==> src/sscl_pkg.sv <==
package sscl_pkg;
	// Stop selection encodings (whole seconds)
	localparam logic [13:0] STOP_SEL_TIMED_MAX = 14'd100;
	localparam logic [13:0] STOP_SEL_OFFSET_LO = 14'd1000;
	localparam logic [13:0] STOP_SEL_OFFSET_HI = 14'd1100;
	localparam logic [13:0] STOP_SEL_DECEL_DIR = 14'd8888;
	localparam logic [13:0] STOP_SEL_DECEL = 14'd9999;
	// Terminal function codes
	localparam logic [7:0] FUNC_STOP = 8'h19;
	localparam logic [7:0] FUNC_FLUX_DECAY = 8'h4a;
	localparam logic [7:0] FUNC_NONE = 8'hff;
	// Timing
	localparam int CLK_HZ = 20000000;
	localparam int MS_PER_S = 1000;
	localparam int CYC_PER_MS = CLK_HZ / MS_PER_S;
	localparam int DECAY_MS_0 = 250;
	localparam int DECAY_MS_1 = 500;
	localparam int DECAY_MS_2 = 800;
	localparam int DECAY_MS_3 = 900;
	localparam int DECAY_MS_4 = 1100;
	// Motor capacity class thresholds, tenths of kW
	localparam logic [11:0] CAP_CLASS_1 = 12'd37;
	localparam logic [11:0] CAP_CLASS_2 = 12'd150;
	localparam logic [11:0] CAP_CLASS_3 = 12'd370;
	localparam logic [11:0] CAP_CLASS_4 = 12'd750;

	typedef enum logic [3:0] {
		SSCL_STOPPED = 4'b0001,
		SSCL_RUNNING = 4'b0010,
		SSCL_COAST_WAIT = 4'b0100,
		SSCL_DECAY = 4'b1000
	} sscl_state_type;

	typedef struct packed {
		logic run;
		logic reverse;
		logic decel_stop;
		logic coast_stop;
		logic output_on;
	} sscl_drive_cmd_type;
endpackage

==> src/sscl_start_stop.sv <==
`timescale 1ns/1ps
// Summary of operation
// - Setting 0-100: per-direction inputs, timed coast
// - Setting 1000-1100: coast after setting minus 1000
// - Setting 9999: per-direction inputs, decelerate on stop
// - 8888/1000-1100: forward runs, reverse gives direction
// - Two-wire: single asserted input picks direction
// - Two-wire: both off or both on decelerates, or coasts for 0-100
// - Stop input asserted enables start self-holding
// - Pulsed start input is latched and runs
// - Stop input deassertion releases hold, decelerates, or coasts for 0-100 and 1000-1100
// - Jog asserted makes stop input ignored
// - Output shutoff keeps latched self-hold state
// - Stop function routable via code 25
// - Start functions mapped on any selection except FUNC_NONE
// - Sensorless vector: flux decay then shutoff, code 74
// - Decay time limited by motor capacity class
// - Other control methods: flux shutoff immediate
// - Restart or online tuning: immediate shutoff
// - Other shutoff during decay aborts immediately
// - Output voltage stays on during flux decay
// - Output shutoff works in every operation mode
module sscl_start_stop
	import sscl_pkg::*;
#(
	parameter int SEC_CYCLES = CLK_HZ,
	parameter int DECAY_SCALE = CYC_PER_MS
) (
	input wire logic ref_clk,
	input wire logic sys_rst,
	input wire logic fwd_start_input,
	input wire logic rev_start_input,
	input wire logic stop_input,
	input wire logic jog_input,
	input wire logic output_shutoff_input,
	input wire logic flux_decay_shutoff_input,
	input wire logic alarm_input,
	input wire logic sensorless_vector,
	input wire logic restart_or_tuning,
	input wire logic [13:0] stop_selection_setting,
	input wire logic [11:0] motor_capacity_setting,
	input wire logic [7:0] fwd_terminal_func_sel,
	input wire logic [7:0] rev_terminal_func_sel,
	input wire logic [7:0] aux_terminal_func_sel,
	input wire logic aux_terminal_input,
	output sscl_drive_cmd_type drive_cmd,
	output sscl_state_type run_state
);
	sscl_state_type state;
	logic fwd_prev;
	logic rev_prev;
	logic hold_active;
	logic hold_reverse;
	logic [31:0] timer;
	logic [31:0] coast_cycles;
	logic [31:0] decay_cycles;
	logic sel_timed;
	logic sel_offset;
	logic dir_mode;
	logic stop_level;
	logic stop_eff;
	logic flux_req;
	logic hard_shutoff;
	logic want_run;
	logic want_rev;
	logic next_want_run;

	// Aux terminal may carry stop (code 25) or flux decay (code 74)
	assign stop_level = stop_input | (aux_terminal_func_sel == FUNC_STOP && aux_terminal_input);
	assign flux_req = flux_decay_shutoff_input
		| (aux_terminal_func_sel == FUNC_FLUX_DECAY && aux_terminal_input);
	// Start functions stay on their own terminals; only FUNC_NONE idles them
	logic fwd_in;
	logic rev_in;
	assign fwd_in = fwd_start_input & (fwd_terminal_func_sel != FUNC_NONE);
	assign rev_in = rev_start_input & (rev_terminal_func_sel != FUNC_NONE);

	assign sel_timed = stop_selection_setting <= STOP_SEL_TIMED_MAX;
	assign sel_offset = stop_selection_setting >= STOP_SEL_OFFSET_LO
		&& stop_selection_setting <= STOP_SEL_OFFSET_HI;
	assign dir_mode = sel_offset || stop_selection_setting == STOP_SEL_DECEL_DIR;
	assign stop_eff = stop_level & ~jog_input;
	assign hard_shutoff = output_shutoff_input | alarm_input;

	always_comb begin
		coast_cycles = 32'(SEC_CYCLES);
		if (sel_offset) begin
			coast_cycles = 32'(SEC_CYCLES) * 32'(stop_selection_setting - STOP_SEL_OFFSET_LO);
		end else if (sel_timed) begin
			coast_cycles = 32'(SEC_CYCLES) * 32'(stop_selection_setting);
		end
	end

	// Longest decay per capacity class
	always_comb begin
		if (motor_capacity_setting < CAP_CLASS_1) begin
			decay_cycles = 32'(DECAY_MS_0 * DECAY_SCALE);
		end else if (motor_capacity_setting < CAP_CLASS_2) begin
			decay_cycles = 32'(DECAY_MS_1 * DECAY_SCALE);
		end else if (motor_capacity_setting < CAP_CLASS_3) begin
			decay_cycles = 32'(DECAY_MS_2 * DECAY_SCALE);
		end else if (motor_capacity_setting < CAP_CLASS_4) begin
			decay_cycles = 32'(DECAY_MS_3 * DECAY_SCALE);
		end else begin
			decay_cycles = 32'(DECAY_MS_4 * DECAY_SCALE);
		end
	end

	// Self-hold latch: pulse a start input, release on stop deassertion
	always_ff @(posedge ref_clk or posedge sys_rst) begin
		if (sys_rst) begin
			fwd_prev <= 1'b0;
			rev_prev <= 1'b0;
			hold_active <= 1'b0;
			hold_reverse <= 1'b0;
		end else begin
			fwd_prev <= fwd_in;
			rev_prev <= rev_in;
			if (!stop_eff) begin
				hold_active <= 1'b0;
			end else if (fwd_prev && !fwd_in) begin
				hold_active <= 1'b1;
				hold_reverse <= 1'b0;
			end else if (rev_prev && !rev_in) begin
				hold_active <= 1'b1;
				hold_reverse <= 1'b1;
			end
			// Shutoff inputs deliberately leave the hold alone
		end
	end

	always_comb begin
		want_rev = 1'b0;
		next_want_run = 1'b0;
		if (stop_eff) begin
			// Three-wire: inputs are triggers only while stop is held
			// A start falling this cycle counts as held, so the run never blips off
			next_want_run = hold_active || fwd_in || rev_in || fwd_prev || rev_prev;
			if (fwd_prev && !fwd_in) begin
				want_rev = 1'b0;
			end else if (rev_prev && !rev_in) begin
				want_rev = 1'b1;
			end else if (hold_active) begin
				want_rev = hold_reverse;
			end else begin
				want_rev = rev_in;
			end
		end else if (dir_mode) begin
			next_want_run = fwd_in;
			want_rev = rev_in;
		end else begin
			next_want_run = fwd_in ^ rev_in;
			want_rev = rev_in;
		end
		want_run = next_want_run;
	end

	// Main sequencer
	always_ff @(posedge ref_clk or posedge sys_rst) begin
		if (sys_rst) begin
			state <= SSCL_STOPPED;
			timer <= 32'h0;
		end else begin
			unique case (state)
				SSCL_STOPPED: begin
					if (want_run && !hard_shutoff && !flux_req) begin
						state <= SSCL_RUNNING;
					end
				end
				SSCL_RUNNING: begin
					if (hard_shutoff) begin
						state <= SSCL_STOPPED;
					end else if (flux_req) begin
						if (sensorless_vector && !restart_or_tuning) begin
							state <= SSCL_DECAY;
							timer <= decay_cycles;
						end else begin
							state <= SSCL_STOPPED;
						end
					end else if (!want_run) begin
						if (sel_timed || sel_offset) begin
							state <= SSCL_COAST_WAIT;
							timer <= coast_cycles;
						end else begin
							state <= SSCL_STOPPED;
						end
					end
				end
				SSCL_COAST_WAIT: begin
					if (hard_shutoff || flux_req) begin
						state <= SSCL_STOPPED;
					end else if (want_run) begin
						state <= SSCL_RUNNING;
					end else if (timer == 32'h0) begin
						state <= SSCL_STOPPED;
					end else begin
						timer <= timer - 32'h1;
					end
				end
				SSCL_DECAY: begin
					if (hard_shutoff || restart_or_tuning || timer == 32'h0) begin
						state <= SSCL_STOPPED;
					end else begin
						timer <= timer - 32'h1;
					end
				end
				default: begin
					state <= SSCL_STOPPED;
				end
			endcase
		end
	end

	// Direction follows demand whenever a run is wanted; frozen otherwise
	logic dir_q;
	always_ff @(posedge ref_clk or posedge sys_rst) begin
		if (sys_rst) begin
			dir_q <= 1'b0;
		end else if (want_run) begin
			dir_q <= want_rev;
		end
	end

	// Decel-stop flag: ramp down when run demand ends without coast, shutoff or flux request
	logic decel_q;
	always_ff @(posedge ref_clk or posedge sys_rst) begin
		if (sys_rst) begin
			decel_q <= 1'b0;
		end else begin
			decel_q <= state == SSCL_RUNNING && !want_run && !hard_shutoff && !flux_req
				&& !(sel_timed || sel_offset);
		end
	end

	always_comb begin
		drive_cmd.run = state == SSCL_RUNNING;
		drive_cmd.reverse = dir_q;
		drive_cmd.decel_stop = decel_q;
		drive_cmd.coast_stop = state == SSCL_COAST_WAIT;
		// Decay keeps voltage applied, unlike plain shutoff
		drive_cmd.output_on = state == SSCL_RUNNING || state == SSCL_COAST_WAIT || state == SSCL_DECAY;
	end
	assign run_state = state;

	decay_abort_a: assert property (@(posedge ref_clk) disable iff (sys_rst)
		state == SSCL_DECAY && hard_shutoff |=> state == SSCL_STOPPED)
		else $error("decay not aborted on shutoff");
	decay_voltage_a: assert property (@(posedge ref_clk) disable iff (sys_rst)
		state == SSCL_DECAY |-> drive_cmd.output_on)
		else $error("output dropped during decay");
	shutoff_cut_a: assert property (@(posedge ref_clk) disable iff (sys_rst)
		output_shutoff_input && state == SSCL_RUNNING |=> !drive_cmd.output_on)
		else $error("output shutoff ignored");
	hold_keep_a: assert property (@(posedge ref_clk) disable iff (sys_rst)
		hold_active && stop_eff && output_shutoff_input |=> hold_active)
		else $error("hold cleared by shutoff");
	hold_release_a: assert property (@(posedge ref_clk) disable iff (sys_rst)
		!stop_level && !jog_input |=> !hold_active)
		else $error("hold not released");
	flux_direct_a: assert property (@(posedge ref_clk) disable iff (sys_rst)
		state == SSCL_RUNNING && flux_req && (!sensorless_vector || restart_or_tuning)
		|=> state == SSCL_STOPPED)
		else $error("flux shutoff not immediate");
	coast_cancel_a: assert property (@(posedge ref_clk) disable iff (sys_rst)
		state == SSCL_COAST_WAIT && want_run && !hard_shutoff && !flux_req |=> state == SSCL_RUNNING)
		else $error("coast not cancelled");
	// Decel flag lands in the same cycle as the state drop
	both_on_stop_a: assert property (@(posedge ref_clk) disable iff (sys_rst)
		state == SSCL_RUNNING && !stop_eff && !dir_mode && fwd_in && rev_in && !sel_timed && !sel_offset
		&& !hard_shutoff && !flux_req |=> state == SSCL_STOPPED && drive_cmd.decel_stop)
		else $error("both inputs did not stop");
	start_refused_a: assert property (@(posedge ref_clk) disable iff (sys_rst)
		state == SSCL_STOPPED && (hard_shutoff || flux_req) |=> state == SSCL_STOPPED)
		else $error("start taken during shutoff");
	coast_expire_a: assert property (@(posedge ref_clk) disable iff (sys_rst)
		state == SSCL_COAST_WAIT && timer == 32'h0 && !want_run |=> state == SSCL_STOPPED)
		else $error("coast timer did not end");
	coast_entry_a: assert property (@(posedge ref_clk) disable iff (sys_rst)
		state == SSCL_RUNNING && !want_run && !hard_shutoff && !flux_req && (sel_timed || sel_offset)
		|=> state == SSCL_COAST_WAIT && timer == $past(coast_cycles))
		else $error("coast wait not entered");
	decay_entry_a: assert property (@(posedge ref_clk) disable iff (sys_rst)
		state == SSCL_RUNNING && flux_req && !hard_shutoff && sensorless_vector && !restart_or_tuning
		|=> state == SSCL_DECAY && timer == $past(decay_cycles))
		else $error("flux decay not entered");
	hold_latch_a: assert property (@(posedge ref_clk) disable iff (sys_rst)
		stop_eff && fwd_prev && !fwd_in |=> hold_active && !hold_reverse)
		else $error("forward pulse not held");
	hold_reverse_a: assert property (@(posedge ref_clk) disable iff (sys_rst)
		stop_eff && rev_prev && !rev_in && !(fwd_prev && !fwd_in) |=> hold_active && hold_reverse)
		else $error("reverse pulse not held");
	held_run_a: assert property (@(posedge ref_clk) disable iff (sys_rst)
		state == SSCL_RUNNING && stop_eff && fwd_prev && !fwd_in && !hard_shutoff && !flux_req
		|=> state == SSCL_RUNNING)
		else $error("run dropped while latching");
	jog_no_hold_a: assert property (@(posedge ref_clk) disable iff (sys_rst)
		jog_input |=> !hold_active)
		else $error("hold kept during jog");
	dir_mode_rev_a: assert property (@(posedge ref_clk) disable iff (sys_rst)
		!stop_eff && dir_mode && fwd_in && rev_in |=> drive_cmd.reverse)
		else $error("direction input ignored");
	two_wire_rev_a: assert property (@(posedge ref_clk) disable iff (sys_rst)
		!stop_eff && !dir_mode && rev_in && !fwd_in |=> drive_cmd.reverse)
		else $error("reverse start not reverse");
	decel_once_a: assert property (@(posedge ref_clk) disable iff (sys_rst)
		drive_cmd.decel_stop |=> !drive_cmd.decel_stop)
		else $error("decel flag longer than a cycle");
endmodule

==> config.mk <==
export PLATFORM = sky130hd
export DESIGN_NAME = sscl_start_stop
export DESIGN_NICKNAME = d
export VERILOG_FILES = /design/src/sscl_pkg.sv /design/src/sscl_start_stop.sv
export SDC_FILE = /design/constraint.sdc
export NUM_CORES = 1
export LEC_CHECK = 0
export ABC_AREA = 1
export BUFFER_PORTS_ARGS = -buffer_cell sky130_fd_sc_hd__buf_4
export CORE_UTILIZATION = 45
export CTS_BUF_LIST = sky130_fd_sc_hd__clkbuf_4
export CTS_CLUSTER_DIAMETER = 200
export CTS_CLUSTER_SIZE = 25
export DETAILED_ROUTE_END_ITERATION = 12
export HOLD_SLACK_MARGIN = 0.05
export PLACE_DENSITY = 0.68
export SYNTH_ARGS = -nofsm -noshare
export SYNTH_HDL_FRONTEND = slang
export SYNTH_SLANG_ARGS = --single-unit
export TNS_END_PERCENT = 50
==> constraint.sdc <==
create_clock -name ref_clk -period 2.05 [get_ports ref_clk]
set_input_delay 0.205 -clock ref_clk [delete_from_list [all_inputs] [get_ports ref_clk]]
set_output_delay 0.205 -clock ref_clk [all_outputs]
set_load 0.05 [all_outputs]
==> impl_metrics.csv <==
group,metric,value,unit
synth,synth-edff-count,0,
sta,tightestPinTransition,585,ps
flow_run,maxCapViolations,0,
layout,nNetsFinal,2584,
floorplan,io_pins,71,
run_status,status,"complete, but fails checks",
clock_tree,worstSkewPairLatency,370,ps
layout,layout_common_cells,"inv_1, nand2_1, buf_4, ha_1, nor2_1",
layout,layout_commonest_cell,"inv_1",
sta,hold_ws,164,ps
synth,async_flop_share,100,%
layout,layout.cells.non_filler,2564,
hold_path,hold_class,"input pin to flop",
clock_tree,cts_made_buffers,5,
sta,slew_headroom,61.0,%
layout,nFillCells,2326,
clock_tree,cts.sinks,42,
sta,max_freq,201,MHz
drt,vias,13100,
drt,first_pass_iters,5,
floorplan,dieArea,28800,sq um
setup_path,crit_buf_inv,11,
global_route,grt_pass1_wl,65000,um
drt,via_per_inst,5.13,
drt,drt_iter0_markers,907,
global_route,grt_max_degree,43,
floorplan,die_h,170,um
setup_path,cp.arrival,5260,ps
setup_path,start_kind,"input pin",
synth,syn_area,12700,sq um
sta,rsz0062_at_grt,"true",
run_status,violations,"negative setup slack",
global_route,overflow,0,
setup_path,cp_slowest_cell,"fa_2",
layout,num_antenna_cells,0,
synth,netlist_instances,1809,
layout,final_area,18000,sq um
drt,ant_nets,0,
placed_design,gp_congestion,0.985,
setup_path,cp_max_fo,5,
global_route,grtUsageTotal,28.3,%
sta,fin_skew,14.9,ps
drt,post-route-drc-count,0,
setup_path,critical_path_class,"input pin to flop",
setup_path,reg2reg_slack,-120,ps
floorplan,placementRows,61,
floorplan,initial_utilization,45.6,%
placed_design,dpl.hpwl,32800,um
floorplan,coreArea,27800,sq um
sta,final.min_clock_period,4980,ps
synth,ys.flop_type,"dfrtp_1",
synth,ys_top_cells_by_area,"ha_1, fa_1, inv_1",
placed_design,portBuffers,70,
sta,worst_slack,-2930,ps
placed_design,placed_cell_area,15900,sq um
drt,drt-total-wl,41100,um
layout,area_growth,42.0,%
global_route,grt_antenna_before_repair,0,
setup_path,crit_required,2340,ps
synth,synth_top_area_cell,"ha_1",
setup_path,cp_top_family,"adder cells",
global_route,grt_pass1_vias,13100,
clock_tree,cts_root_buf,"clkbuf_4",
synth,ys.warnings.count,0,
clock_tree,clk_path_buf_depth,2,
synth,ys_types,53,
sta,finalMaxSlewViolations,0,
clock_tree,cts_max_level,2,
setup_path,crit_path_max_incr_delay,520,ps
sta,setup_viol,32,
setup_path,crit_top_cell,"inv_2",
sta,period_share,243,%
placed_design,post-place-ws,-3600,ps
clock_tree,clk_pin_slew,140,ps
drt,wl_per_cell,16.0,um
synth,ys_ff_latch,42,
sta,hold_violations,0,
synth,synth.yosys.seq_area_share,8.30,%
placed_design,dpl.cell_count,2522,
setup_path,cp-end-kind,"flop",
synth,synth_top_cell_area_share,22.3,%
floorplan,die-width,170,um
clock_tree,cts_tree,"yes",
synth,avgSynthCellArea,7.01,sq um
layout,layout-drive-gt1-share,34.4,%
synth,synth_nets,2208,
## path summary, 6_finish.rpt
check                                            from          end  cells past startpoint
setup / recovery           stop_selection_setting[10]    timer[29]                     31
hold / removal                              jog_input  hold_active                      4
setup reg to reg                             timer[0]    timer[29]                     14
hold reg to reg                             timer[13]    timer[13]                      2
max in group asynchronous                     sys_rst     timer[7]                      4
min in group asynchronous                     sys_rst    timer[30]                      4
## cell families after synthesis
| family | synth area share (%) |
|---|---|
| flip-flops | 8.30 |
| AND/OR/NAND/NOR | 29.2 |
| AO/OA/AOI/OAI | 5.90 |
| XOR/XNOR | 2.97 |
| adder cells (fa/ha/maj) | 39.8 |
| buffers and inverters | 13.8 |
## synth_stat cells, types with 3 or more instances
cell      number
inv_1        408
nand2_1      393
ha_1         226
nor2_1       150
nand3_1      144
fa_1         111
a21oi_1       60
dfrtp_1       41
o21ai_0       40
nand2_2       36
xor2_1        31
nand4_1       28
nor3_1        17
xnor2_1       12
nand3b_1       9
inv_2          8
or2_2          8
buf_4          7
nor2_4         6
o21bai_1       6
buf_2          5
nor2_2         5
nor4_1         4
o211ai_1       4
a21o_1         3
and2_1         3
buf_12         3
nand2_4        3
o22ai_1        3
## worst register-to-register path, stage by stage, from the launching register on
cell,delay [ps]
dfrtp_1,400
inv_1,80
ha_1,190
nand2_2,90
nor2_4,240
nand3_2,140
o21ai_2,150
nor2_2,80
nor2_4,100
a21oi_4,40
nand2_4,110
clkinv_8,70
nand2_8,260
nand2_1,110
nand2_1,70
## timing repair
action	in CTS	in global routing
pin swaps	117	111
gates resized for setup	242	139
buffers inserted	22	16
hold endpoints to repair	41	0
hold buffers	1	0
setup endpoints to repair	37	37
## metal layers
layer / up-vias / wire length (um) / track usage, %
li1: 6390 / - / -
met1: 6306 / 18200 / 39.4
met2: 371 / 19800 / 47.9
met3: 74 / 1940 / 1.84
met4: 0 / 1110 / 6.31
met5: - / 0 / 0
## layout make-up
type / instances / area, sq um / area share, %
clock buffer: 8 / 60.1 / 0.334
tap: 378 / 473 / 2.63
multi-input combinational: 1331 / 11600 / 64.7
sequential: 42 / 1050 / 5.85
inverter: 417 / 1610 / 8.94
timing repair buffer: 388 / 3170 / 17.6
## stage by stage
stage / util [%] / TNS [ps]
after floorplan: - / -52750
after global placement: 57.1 / -69340
after detailed placement: 57.1 / -72000
after CTS: 62.3 / -47640
after global routing: 64.8 / -52830
final: 64.8 / -48030
## state kept, by name, summed over array words and instances (netlist names)
name / flops
decel_q: 1
dir_q: 1
fwd_prev: 1
hold_active: 1
hold_reverse: 1
rev_prev: 1
run_state: 4
timer: 32
Power is left out: the tool's default activity adds up to more than one toggle a clock period on the data nets, which glitch-free logic cannot reach.
